$ cat src/rtl/dax_pkg.sv
// Constants for the DAC auxiliary control logic
package dax_pkg;
   // Clock and busy timing
   localparam int CLK_PERIOD_NS = 10;
   localparam int AB_BUSY_NS = 600;
   localparam int AB_BUSY_CYC = (AB_BUSY_NS + CLK_PERIOD_NS - 1) / CLK_PERIOD_NS;
   localparam int BUSY_CNT_W = 7;
   // Word layout
   localparam int DATA_W = 16;
   localparam int CH_N = 16;
   localparam int CH_W = 4;
   localparam int CODE_W = 6;
   // Mode field of a command
   localparam logic [1:0] MODE_SPECIAL = 2'h0;
   localparam logic [1:0] MODE_LEVEL = 2'h1;
   localparam logic [1:0] MODE_OFFSET = 2'h2;
   localparam logic [1:0] MODE_GAIN = 2'h3;
   // Special-function codes
   localparam logic [5:0] SF_CONTROL = 6'h01;
   localparam logic [5:0] SF_READBACK = 6'h05;
   localparam logic [5:0] SF_MONITOR = 6'h0c;
   localparam logic [5:0] SF_GPIO = 6'h0d;
   localparam logic [5:0] SF_AB_SEL0 = 6'h0e;
   localparam logic [5:0] SF_AB_SEL1 = 6'h0f;
   // Control register fields
   localparam int CTL_PD = 0;
   localparam int CTL_TEMP_EN = 1;
   localparam int CTL_AB = 2;
   localparam int CTL_TEMP_FLAG = 4;
   localparam int CTL_W = 5;
   // Monitor register fields
   localparam int MON_EN = 5;
   localparam int MON_AUX = 4;
   localparam int MON_W = 6;
   // GPIO register fields
   localparam int GPIO_DIR = 1;
   localparam int GPIO_LVL = 0;
   localparam int GPIO_W = 2;
   // A/B select width per register
   localparam int AB_W = 8;
   // Reset values and arithmetic
   localparam logic [15:0] LEVEL_RST = 16'h8000;
   localparam logic [15:0] OFFSET_RST = 16'h8000;
   localparam logic [15:0] GAIN_RST = 16'hffff;
   localparam logic [15:0] SIGN_MASK = 16'h8000;
   localparam logic [17:0] OFFSET_BIAS = 18'h08000;
   localparam logic [17:0] CODE_MAX = 18'h0ffff;
endpackage

$ cat src/rtl/dax_sync.sv
// Three-stage input synchroniser with agreement filter
`timescale 1ns/10ps
module dax_sync #(
   parameter int W = 1,
   parameter logic [W-1:0] RST = '0
) (
   // Clock and reset
   input wire logic mclk,
   input wire logic resetn,
   // Asynchronous input and synchronised level
   input wire logic [W-1:0] async_in,
   output logic [W-1:0] sync_out
);
   logic [W-1:0] s1_q;
   logic [W-1:0] s2_q;
   logic [W-1:0] s3_q;
   logic [W-1:0] out_d;

   // Change counts only once stages two and three agree
   assign out_d = (s2_q == s3_q) ? s3_q : sync_out;

   always_ff @(posedge mclk) begin
      if (!resetn) begin
         s1_q <= RST;
         s2_q <= RST;
         s3_q <= RST;
         sync_out <= RST;
      end else begin
         s1_q <= async_in;
         s2_q <= s1_q;
         s3_q <= s2_q;
         sync_out <= out_d;
      end
   end
endmodule // dax_sync

$ cat src/rtl/dax_aux_ctrl.sv
// Auxiliary control logic of a 16-channel DAC
// Function
// - Format pin low: level/offset data straight binary; high: twos complement.
// - Gain and control words always decoded as straight binary.
// - Monitor enable bit gates the monitor output regardless of select bits.
// - Source bit 0 picks channel by low four bits; 1 picks aux input.
// - Disabled monitor output is released to high impedance.
// - GPIO direction bit 1 makes pin an output following level bit.
// - Writing zero to both GPIO bits makes the pin an input.
// - GPIO register is selected by special-function code 001101.
// - GPIO readback returns present pin level in the least significant bit.
// - Control bit 0 powers down channels, outputs go to signal ground.
// - Power-down keeps registers; clearing it restores previous outputs.
// - Thermal enable plus over-temperature acts as power-down.
// - Entering thermal shutdown sets control bit 4 as readable flag.
// - Thermal shutdown persists until host clears control bit 1; an over-temperature trip in the same cycle keeps the flag set.
// - Each channel holds A and B calculated values, recomputed on writes.
// - Each A/B select register steers eight channels without recalculation.
// - Load strobe fills each DAC register from A or B per select.
// - Any A/B select write asserts busy for about 600 ns.
`timescale 1ns/10ps
module dax_aux_ctrl (
   // Clock and reset
   input wire logic mclk,
   input wire logic resetn,
   // Decoded serial command word
   input wire logic cmd_valid,
   input wire logic [1:0] cmd_mode,
   input wire logic [5:0] cmd_addr,
   input wire logic [15:0] cmd_data,
   // Readback answer
   output logic rd_valid,
   output logic [15:0] rd_data,
   // Device pins
   input wire logic data_format_select,
   input wire logic load_strobe_n,
   input wire logic over_temp,
   output logic busy_n,
   // General-purpose pin
   input wire logic gpio_i,
   output logic gpio_o,
   output logic gpio_oe,
   // Monitor multiplexer controls
   output logic monitor_output_oe,
   output logic monitor_source_type,
   output logic [3:0] monitor_channel_sel,
   // Channel outputs
   output logic channel_to_ground,
   output logic [255:0] dac_code
);
   localparam int BUSY_CYC = dax_pkg::AB_BUSY_CYC;
   localparam logic [6:0] BUSY_LOAD = 7'(dax_pkg::AB_BUSY_CYC);

   // Gain-scaled level plus offset, clamped to code range
   function automatic logic [15:0] calc_level(input logic [15:0] x, input logic [15:0] m,
                                               input logic [15:0] c);
      logic [32:0] prod;
      logic [17:0] sum;
      prod = {17'h00000, x} * {1'b0, m};
      prod = prod + {17'h00000, x};
      sum = {2'h0, prod[31:16]} + {2'h0, c};
      if (sum < dax_pkg::OFFSET_BIAS) begin
         calc_level = 16'h0000;
      end else if (sum - dax_pkg::OFFSET_BIAS > dax_pkg::CODE_MAX) begin
         calc_level = 16'hffff;
      end else begin
         calc_level = 16'(sum - dax_pkg::OFFSET_BIAS);
      end
   endfunction

   // Synchronised pins
   logic fmt_s;
   logic load_s;
   logic hot_s;
   logic gpio_s;
   dax_sync #(.W(1), .RST(1'b0)) u_sync_fmt (
      .mclk(mclk), .resetn(resetn), .async_in(data_format_select), .sync_out(fmt_s));
   dax_sync #(.W(1), .RST(1'b1)) u_sync_load (
      .mclk(mclk), .resetn(resetn), .async_in(load_strobe_n), .sync_out(load_s));
   dax_sync #(.W(1), .RST(1'b0)) u_sync_hot (
      .mclk(mclk), .resetn(resetn), .async_in(over_temp), .sync_out(hot_s));
   dax_sync #(.W(1), .RST(1'b0)) u_sync_gpio (
      .mclk(mclk), .resetn(resetn), .async_in(gpio_i), .sync_out(gpio_s));

   // Register state
   logic [15:0] xa_q [dax_pkg::CH_N];
   logic [15:0] xb_q [dax_pkg::CH_N];
   logic [15:0] off_q [dax_pkg::CH_N];
   logic [15:0] gain_q [dax_pkg::CH_N];
   logic [15:0] ca_q [dax_pkg::CH_N];
   logic [15:0] cb_q [dax_pkg::CH_N];
   logic [15:0] dac_q [dax_pkg::CH_N];
   logic [4:0] ctl_q;
   logic [4:0] ctl_d;
   logic [5:0] mon_q;
   logic [1:0] gpio_q;
   logic [1:0] gpio_d;
   logic [15:0] absel_q;
   logic [6:0] busy_cnt_q;
   logic [6:0] busy_cnt_d;
   logic load_prev_q;
   logic pend_q;
   logic rd_valid_q;
   logic [15:0] rd_data_q;
   logic [15:0] rd_data_d;

   // Command decode
   wire sf_we = cmd_valid && (cmd_mode == dax_pkg::MODE_SPECIAL);
   wire ctl_we = sf_we && (cmd_addr == dax_pkg::SF_CONTROL);
   wire mon_we = sf_we && (cmd_addr == dax_pkg::SF_MONITOR);
   wire gpio_we = sf_we && (cmd_addr == dax_pkg::SF_GPIO);
   wire ab0_we = sf_we && (cmd_addr == dax_pkg::SF_AB_SEL0);
   wire ab1_we = sf_we && (cmd_addr == dax_pkg::SF_AB_SEL1);
   wire ab_we = ab0_we || ab1_we;
   wire rb_req = sf_we && (cmd_addr == dax_pkg::SF_READBACK);
   wire [5:0] rb_code = cmd_data[5:0];
   wire x_we = cmd_valid && (cmd_mode == dax_pkg::MODE_LEVEL);
   wire c_we = cmd_valid && (cmd_mode == dax_pkg::MODE_OFFSET);
   wire m_we = cmd_valid && (cmd_mode == dax_pkg::MODE_GAIN);
   wire [3:0] ch = cmd_addr[3:0];
   wire to_b = ctl_q[dax_pkg::CTL_AB];

   // Level and offset data follow the format pin; gain does not
   wire [15:0] fmt_data = fmt_s ? (cmd_data ^ dax_pkg::SIGN_MASK) : cmd_data;
   wire [15:0] new_xa = (x_we && !to_b) ? fmt_data : xa_q[ch];
   wire [15:0] new_xb = (x_we && to_b) ? fmt_data : xb_q[ch];
   wire [15:0] new_c = c_we ? fmt_data : off_q[ch];
   wire [15:0] new_m = m_we ? cmd_data : gain_q[ch];
   wire data_we = x_we || c_we || m_we;
   wire [15:0] calc_a = calc_level(new_xa, new_m, new_c);
   wire [15:0] calc_b = calc_level(new_xb, new_m, new_c);

   // Thermal shutdown: set beats the clear
   wire temp_set = ctl_q[dax_pkg::CTL_TEMP_EN] && hot_s;
   always_comb begin
      ctl_d = ctl_q;
      if (ctl_we) begin
         ctl_d[dax_pkg::CTL_PD] = cmd_data[dax_pkg::CTL_PD];
         ctl_d[dax_pkg::CTL_TEMP_EN] = cmd_data[dax_pkg::CTL_TEMP_EN];
         ctl_d[dax_pkg::CTL_AB] = cmd_data[dax_pkg::CTL_AB];
         if (!cmd_data[dax_pkg::CTL_TEMP_EN]) begin
            ctl_d[dax_pkg::CTL_TEMP_FLAG] = 1'b0;
         end
      end
      if (temp_set) begin
         ctl_d[dax_pkg::CTL_TEMP_FLAG] = 1'b1;
      end
   end

   // GPIO: output only while direction bit set
   always_comb begin
      gpio_d = gpio_q;
      if (gpio_we) begin
         gpio_d = cmd_data[1:0];
         if (!cmd_data[dax_pkg::GPIO_DIR]) begin
            gpio_d = 2'h0;
         end
      end
   end

   // Busy count restarts on every A/B select write
   always_comb begin
      busy_cnt_d = busy_cnt_q;
      if (ab_we) begin
         busy_cnt_d = BUSY_LOAD;
      end else if (busy_cnt_q != 7'h00) begin
         busy_cnt_d = busy_cnt_q - 7'h01;
      end
   end
   wire busy = (busy_cnt_q != 7'h00);

   // Load strobe falling edge, held while busy
   wire load_evt = load_prev_q && !load_s;
   wire load_apply = (load_evt || pend_q) && !busy;

   // Readback selection
   always_comb begin
      unique case (rb_code)
         dax_pkg::SF_CONTROL: rd_data_d = {11'h000, ctl_q};
         dax_pkg::SF_MONITOR: rd_data_d = {10'h000, mon_q};
         dax_pkg::SF_GPIO: rd_data_d = {14'h0000, gpio_q[dax_pkg::GPIO_DIR], gpio_s};
         dax_pkg::SF_AB_SEL0: rd_data_d = {8'h00, absel_q[7:0]};
         dax_pkg::SF_AB_SEL1: rd_data_d = {8'h00, absel_q[15:8]};
         default: rd_data_d = 16'h0000;
      endcase
   end

   always_ff @(posedge mclk) begin
      if (!resetn) begin
         ctl_q <= 5'h00;
         mon_q <= 6'h00;
         gpio_q <= 2'h0;
         absel_q <= 16'h0000;
         busy_cnt_q <= 7'h00;
         load_prev_q <= 1'b1;
         pend_q <= 1'b0;
         rd_valid_q <= 1'b0;
         rd_data_q <= 16'h0000;
      end else begin
         ctl_q <= ctl_d;
         gpio_q <= gpio_d;
         busy_cnt_q <= busy_cnt_d;
         load_prev_q <= load_s;
         pend_q <= (pend_q || load_evt) && busy;
         rd_valid_q <= rb_req;
         rd_data_q <= rb_req ? rd_data_d : rd_data_q;
         if (mon_we) begin
            mon_q <= cmd_data[5:0];
         end
         if (ab0_we) begin
            absel_q[7:0] <= cmd_data[7:0];
         end
         if (ab1_we) begin
            absel_q[15:8] <= cmd_data[7:0];
         end
      end
   end

   // Channel storage; power-down never touches it
   always_ff @(posedge mclk) begin
      if (!resetn) begin
         for (int i = 0; i < dax_pkg::CH_N; i++) begin
            xa_q[i] <= dax_pkg::LEVEL_RST;
            xb_q[i] <= dax_pkg::LEVEL_RST;
            off_q[i] <= dax_pkg::OFFSET_RST;
            gain_q[i] <= dax_pkg::GAIN_RST;
            ca_q[i] <= dax_pkg::LEVEL_RST;
            cb_q[i] <= dax_pkg::LEVEL_RST;
            dac_q[i] <= dax_pkg::LEVEL_RST;
         end
      end else begin
         if (data_we) begin
            xa_q[ch] <= new_xa;
            xb_q[ch] <= new_xb;
            off_q[ch] <= new_c;
            gain_q[ch] <= new_m;
            ca_q[ch] <= calc_a;
            cb_q[ch] <= calc_b;
         end
         if (load_apply) begin
            for (int i = 0; i < dax_pkg::CH_N; i++) begin
               dac_q[i] <= absel_q[i] ? cb_q[i] : ca_q[i];
            end
         end
      end
   end

   // Outputs
   assign rd_valid = rd_valid_q;
   assign rd_data = rd_data_q;
   assign busy_n = !busy;
   assign gpio_oe = gpio_q[dax_pkg::GPIO_DIR];
   assign gpio_o = gpio_q[dax_pkg::GPIO_LVL];
   assign monitor_output_oe = mon_q[dax_pkg::MON_EN];
   assign monitor_source_type = mon_q[dax_pkg::MON_AUX];
   assign monitor_channel_sel = mon_q[3:0];
   assign channel_to_ground = ctl_q[dax_pkg::CTL_PD] || ctl_q[dax_pkg::CTL_TEMP_FLAG];
   for (genvar g = 0; g < dax_pkg::CH_N; g++) begin : g_out
      assign dac_code[g*16 +: 16] = dac_q[g];
   end

   // Checks
   wire [15:0] next_dac0 = absel_q[0] ? cb_q[0] : ca_q[0];
   wire gpio_rb = rb_req && (rb_code == dax_pkg::SF_GPIO);
endmodule // dax_aux_ctrl

$ cat config.mk
export PLATFORM = sky130hd
export DESIGN_NAME = dax_aux_ctrl
export DESIGN_NICKNAME = d
export VERILOG_FILES = /design/src/rtl/dax_pkg.sv /design/src/rtl/dax_sync.sv /design/src/rtl/dax_aux_ctrl.sv
export SDC_FILE = /design/constraint.sdc
export NUM_CORES = 2
export LEC_CHECK = 0
export BUFFER_PORTS_ARGS = -buffer_cell sky130_fd_sc_hd__buf_2
export CORE_AREA = 2 2 525 527
export DETAILED_ROUTE_END_ITERATION = 8
export DIE_AREA = 0 0 527 529
export MAX_ROUTING_LAYER = met4
export PLACE_DENSITY = 0.54
export SLEW_MARGIN = 0
export SYNTH_ARGS = -nofsm -noshare
export SYNTH_HDL_FRONTEND = slang
export SYNTH_SLANG_ARGS = --single-unit
$ cat constraint.sdc
create_clock -name mclk -period 11.8 [get_ports mclk]
set_clock_uncertainty 0.1 [all_clocks]
set_input_delay 2.36 -clock mclk [delete_from_list [all_inputs] [get_ports mclk]]
set_output_delay 2.36 -clock mclk [all_outputs]
set_load 0.01 [all_outputs]
==> Yosys cells after proc, flatten, opt, wreduce, memory -nomap -nowiden <==
Memory sizes are Yosys's and may differ from the RTL's.
Index checks and enable logic that the tools add are counted.
{ "word_totals": {"ff_bits": 70, "mem_bits_rw": 1792, "in_bits": 31, "output_inout_bits": 283, "wordCells": 194, "n_memories": 7} }
{ "op_classes": {"n_addsub": 7, "mul": 2, "magnitude_cmp": 4, "n_eq_ne": 19, "n_mux": 73, "bitwise_logic": 18, "n_reduce_logical": 36} }
{ "mem_list": {"columns": ["memory", "words", "word_bits", "read_ports", "rd_ports_with_merged_regs", "write_ports", "line", "text"], "rows": [
  ["ca_q", 16, 16, 16, 0, 16, "dax_aux_ctrl.sv:90", "logic [15:0] ca_q [dax_pkg::CH_N];"],
  ["cb_q", 16, 16, 16, 0, 16, "dax_aux_ctrl.sv:91", "logic [15:0] cb_q [dax_pkg::CH_N];"],
  ["dac_q", 16, 16, 16, 0, 16, "dax_aux_ctrl.sv:92", "logic [15:0] dac_q [dax_pkg::CH_N];"],
  ["gain_q", 16, 16, 1, 0, 16, "dax_aux_ctrl.sv:89", "logic [15:0] gain_q [dax_pkg::CH_N];"],
  ["off_q", 16, 16, 1, 0, 16, "dax_aux_ctrl.sv:88", "logic [15:0] off_q [dax_pkg::CH_N];"],
  ["xa_q", 16, 16, 1, 0, 16, "dax_aux_ctrl.sv:86", "logic [15:0] xa_q [dax_pkg::CH_N];"],
  ["1 more memories", null, null, null, null, null, null, null]
]} }
{ "op_table": {"columns": ["op", "count"], "rows": [
  ["2-to-1 mux 16 bit", 47],
  ["OR reduction 16 bit", 6],
  ["adder 32 x 16 -> 32 bit", 2],
  ["multiplier 16 x 16 -> 32 bit", 2],
  ["equality test 6 x 4 -> 1 bit (second input constant)", 8],
  ["case mux 8 bit (5 select lines)", 1],
  ["greater-than comparator 18 x 16 -> 1 bit (second input constant)", 2],
  ["subtractor 17 x 16 -> 18 bit (second input constant)", 2],
  ["adder 16 x 16 -> 17 bit", 2],
  ["< comparator 17 x 16 -> 1 bit (second input constant)", 2],
  ["2-to-1 mux 4 bit", 6],
  ["logical AND 1 bit", 16],
  ["2-to-1 mux 1 bit", 16],
  ["OR 1 bit", 16],
  ["equality test 6 x 1 -> 1 bit (second input constant)", 2],
  ["2-to-1 mux 6 bit", 2],
  ["nonzero test 7 bit", 1],
  ["subtractor 7 x 1 -> 7 bit (second input constant)", 1],
  ["equality test 6 x 3 -> 1 bit (second input constant)", 1],
  ["logical OR 1 bit", 5],
  ["equality test 1 bit", 4],
  ["equality test 2 bit (second input constant)", 2],
  ["nonzero test 2 bit", 2],
  ["logical NOT 1 bit", 3],
  ["other kinds (7)", 8]
]} }

==> Logic depth before layout (Yosys ltp) <==
{ "logic_depth": {"word_depth": 12, "mapped_depth": 44, "ltp_nobuf": 38} }

==> Modules after synthesis <==
A second synthesis with hierarchy kept.
{ "unflattened": {"cells_unflattened": 7230, "hier_area_um2": 95241.3} }
{ "modules_own_cells": {"columns": ["module", "instances", "cells_per_inst", "area_each_um2", "seq_area_each_um2"], "rows": [
  ["dax_aux_ctrl", 1, 7190, 94779.7, 54732.5],
  ["dax_sync (u_sync_fmt ...)", 3, 10, 116.4, 80.1],
  ["dax_sync (u_sync_load)", 1, 10, 112.6, 80.1]
]} }

==> Worst setup path after synthesis <==
Ideal clock, no wire load.
{ "synth_path": {"path_type": "input to register", "from": "input cmd_addr[0]", "to": "memory ca_q[10][13] (data pin)", "setup_time_ns": 0.270, "arrival_ns": 12.397, "required_ns": 11.430, "setup_slack_ns": -0.967, "cell_stages": 41, "n_path_buf": 6, "cell_sequence": "buf_6 > buf_6 > buf_4 > mux4_2 > mux4_2 > mux2i_4 > buf_2 > nor2_1 > fa_1 > inv_1 > fa_1 > fa_1 > fa_1 > inv_1 > fa_1 > inv_1 > fa_1 > inv_1 > [5 not listed] > a21oi_1 > xnor2_1 > ha_1 > inv_1 > o21ai_0 > a21oi_1 > nor2_1 > a211o_1 > o21ai_0 > xor2_1 > ha_1 > clkbuf_1 > clkinv_1 > or4_1 > a21oi_1 > a311o_1 > clkbuf_1 > nor3_1"} }
{ "synth_rtl": {"columns": ["element", "line", "text"], "rows": [
  ["from (decl)", "dax_aux_ctrl.sv:29", "input wire logic [5:0] cmd_addr,"],
  ["to (decl)", "dax_aux_ctrl.sv:90", null]
]} }

==> results.md <==
- The total negative setup slack is 0 ns.
- The portion of synthesized cell area occupied by the leading cell type is 56.52%.
- The first global-routing pass estimated 447700 µm of wire.
- The most frequent cell on the critical path is sky130_fd_sc_hd__fa_1.
- Once detailed placement completed, the half-perimeter wirelength came to 202500 µm.
- Hold timing on the final database bottoms out at a slack of 0.3178 ns.
- In the final layout, the share of cells above drive strength 1 is 26.53%.
- The share of the Yosys chip area taken by registers is 57.82%.
- The aggregate global-route resource usage is 22.82%.
- STA classifies the critical path startpoint as a primary input.
- The number of failing setup endpoints in the final timing report is 0.
- The cell depth of the worst flop-to-flop path is 38.
- The number of antenna violations at the first check in global routing is 7.
- Counting flops with an async set or reset pin after synthesis yields a share of 0%.
- The die extent in x is 527 µm.
- Ranked by total cell area, the synthesized netlist is headed by sky130_fd_sc_hd__edfxtp_1 (57%), sky130_fd_sc_hd__fa_1 (8.8%), sky130_fd_sc_hd__mux4_2 (7.6%).
- The post-synthesis adder-cell area fraction is 11.97%.
- Data on the critical path arrives at its endpoint at 12.16 ns.
- For this configuration, the core starts out at a cell density of 34.89%.
- Of the total synthesized cell area, the portion taken by XOR and XNOR cells is 0.5243%.
- The number of different library cells in the post-synthesis netlist is 76.
- Clock tree synthesis inserted a total of 195 buffers.
- Counting flops and latches in the post-synthesis netlist gives 1854.
- The critical path required time is 12.28 ns.
- After synthesis the cells add up to 0.09521 mm².
- In the routed design, unresolved DRC markers number 0.
- After floorplanning, the core was divided into 192 placement rows.
- The number of flops mapped to enable cells by yosys is 1792.
- The hold-critical path depth is 1.
- The pre-antenna-repair detailed-routing pass consisted of 6 iterations.
- The flow ran to the end, and the final reports show no timing, DRC or antenna violations.
- Of the total synthesized cell area, the portion taken by AND, OR, NAND and NOR gates is 11.50%.
- The number of max-cap violations is 0.
- In this run the worst path has a maximum fanout of 8.
- The worst setup path is of the in -> reg kind.
- The H-tree generated during clock tree synthesis spans 4 levels.
- The final layout contains 8697 nets.
- The number of fillers in the final layout is 24930.
- The cell type with the highest aggregate area in the netlist is sky130_fd_sc_hd__edfxtp_1.
- After synthesis, the largest family of logic cells by area is adder cells.
- Routability-driven placement finished with a final weighted congestion of 0.9012.
- The total clock sinks is 1854.
- The worst min-delay path class is reg -> reg.
- The core region is 0.2729 mm².
- The hold violation total from the final report is 0.
- The largest stage delay on the critical path is 0.56 ns.
- 314 I/O pins were placed.
- Input and output buffers added on the ports amount to 305.
- The number of hold buffers added after CTS was 0.
- Setup repair after global routing could not meet its margin everywhere.
- The count of buffer and inverter cells on the critical path is 17.
- The height of the die is 529 µm.
- The total overflow left after global routing is 0.
- After clock tree synthesis, the clock-pin slew on the worst setup and hold paths is 0.06 ns.
- The endpoint class of the critical path is a flip-flop.
- Among all flip-flop cells after synthesis, the most frequent one is sky130_fd_sc_hd__edfxtp_1.
- The routed layout has 61610 vias.
- The tree is rooted in a sky130_fd_sc_hd__clkbuf_16.
- The detail-routed net length per standard cell is 27.22 µm.
- Entering global routing, the biggest net connects 174 pins.
- The synthesized-area fraction occupied by ao, oa, aoi and oai cells is 1.666%.
- The maximum number of buffers from clock root to sink is 4.
- TritonCTS built the clock tree.
- Of the available clock period, the critical path in the final layout requires 98.92%.
- The synthesized area per cell is 13.17 µm².
- The area growth from synthesis to layout is 20.61%.
- The total count of max-transition violations in the final report is 0.
- The per-cell via count in the routed design is 5.245.
- The clock latency of the later-clocked register in the worst-skew pair is 0.89 ns.
- The die covers 0.2788 mm².
- The critical path depth in cells is 46.
- The DRC violation total after the first TritonRoute iteration is 7614.
- The detail route stage leaves a number of antenna-violating nets equal to 0.
- The worst path in the final design needs a cycle of 11.67 ns, including I/O delays and setup.
- The actual slew at the worst max-slew pin is 1.277 ns.
- The kind of cell adding the most delay to the critical path is adder cells.
- Synthesis produced a netlist whose cell count is 7232.
- The Yosys step of the flow raised 0 warnings.
- The number of global-route vias before repair is 60900.
- The peak clock frequency supported by timing is 0.08567 GHz.
- On the critical path, the stage with the largest delay is an instance of sky130_fd_sc_hd__fa_1.
- Once layout is complete, the utilization of the core stands at 42.08%.
- Of the post-synthesis cell area, the part taken by muxes is 11.44%.
- For this block, the routed nets add up to 319700 µm of wire.
- Measured against its own limit, the worst slew margin works out to 14.86%.
[cells in the mapped netlist (38+ instances only)]
library cell               number
sky130_fd_sc_hd__nor3_1        53
sky130_fd_sc_hd__dfxtp_1       62
sky130_fd_sc_hd__edfxtp_1    1792
sky130_fd_sc_hd__a21o_1        39
sky130_fd_sc_hd__xnor2_1       38
sky130_fd_sc_hd__buf_2        117
sky130_fd_sc_hd__nand2_1      447
sky130_fd_sc_hd__buf_4         64
sky130_fd_sc_hd__inv_1        568
sky130_fd_sc_hd__clkbuf_1     321
sky130_fd_sc_hd__o21ai_0       43
sky130_fd_sc_hd__or2_2        164
sky130_fd_sc_hd__nor2_1      1715
sky130_fd_sc_hd__ha_1         242
sky130_fd_sc_hd__mux2i_1      308
sky130_fd_sc_hd__or2_1        101
sky130_fd_sc_hd__mux4_2       320
sky130_fd_sc_hd__fa_1         418
sky130_fd_sc_hd__a21oi_1       76
[metal layers]
metal	global-route usage, %	share of wire [%]	vias to the layer above
met5	-	0	-
met4	5.800	3.0	0
met3	3.096	8.7	443
met2	35.35	46	3099
met1	31.68	42	31790
li1	-	-	26280
[cell type report]
type                       instances  area [µm²]  share of cell area (%)
sequential                      1854       55060                   47.94
multi-input combinational       4250       37050                   32.26
timing repair buffer            1133       10120                   8.810
clock buffer                     247        5167                   4.500
tap                             3589        4491                   3.910
inverter                         572        2166                   1.886
clock inverter                    97       785.8                  0.6842
antenna                            4       10.01                0.008716
[sequential cells by signal (all words and copies together), names as in the netlist, 2 cells and up]
register	cells
dac_q	256
xb_q	256
absel_q	16
gain_q	256
xa_q	256
off_q	256
cb_q	256
busy_cnt_q	7
rd_data	8
ca_q	256
gpio_q	2
ctl_q	4
mon_q	6
[per-stage QoR]
stage / cell area [µm²] / worst slack (ns) / std cells
floorplan: 95550 / -0.08618 / 7239
global placement: 106400 / -0.7272 / 11280
detailed placement: 106400 / -0.7904 / 11280
CTS: 112300 / 0.04886 / 11620
global route: 114800 / -0.1763 / 11750
finish: 114800 / 0.1269 / 11750
[logic make-up after synthesis]
kind of cell / after synthesis
AOI/OAI and AO/OA: 242
DFF: 1854
muxes: 659
and+or+nand+nor: 2624
adders and majority gates: 660
xor gates and xnor gates: 57
other: 1
buffers and inverters: 1135
[repair_timing]
action                                  CTS  global route
setup buffers                             0            98
resized for setup                         0           234
endpoints found under the setup margin    0           375
[cells in the final DEF, fill, tap and decap left out, types with 45 or more instances in the layout]
cell type / n
sky130_fd_sc_hd__edfxtp_1: 1792
sky130_fd_sc_hd__nor2_1: 1688
sky130_fd_sc_hd__buf_4: 635
sky130_fd_sc_hd__inv_1: 548
sky130_fd_sc_hd__nand2_1: 409
sky130_fd_sc_hd__fa_1: 396
sky130_fd_sc_hd__mux4_2: 320
sky130_fd_sc_hd__buf_2: 301
sky130_fd_sc_hd__mux2i_1: 272
sky130_fd_sc_hd__clkbuf_16: 219
sky130_fd_sc_hd__ha_1: 218
sky130_fd_sc_hd__or2_2: 162
sky130_fd_sc_hd__buf_12: 128
sky130_fd_sc_hd__or2_1: 99
sky130_fd_sc_hd__mux2i_4: 61
sky130_fd_sc_hd__dfxtp_1: 60
sky130_fd_sc_hd__a21oi_1: 59
sky130_fd_sc_hd__clkinv_1: 47
sky130_fd_sc_hd__clkbuf_1: 45
[worst paths after layout]
path	from	to	slack, ns
max	cmd_addr[0]	cb_q[9][10]	0.13
min	u_sync_load.s1_q	u_sync_load.s2_q	0.32
min reg2reg	u_sync_load.s1_q	u_sync_load.s2_q	0.32
max reg2reg	gain_q[15][4]	ca_q[7][13]	1.73
Power is left out: the tool's default activity adds up to more than one toggle a clock period on the data nets, which glitch-free logic cannot reach.
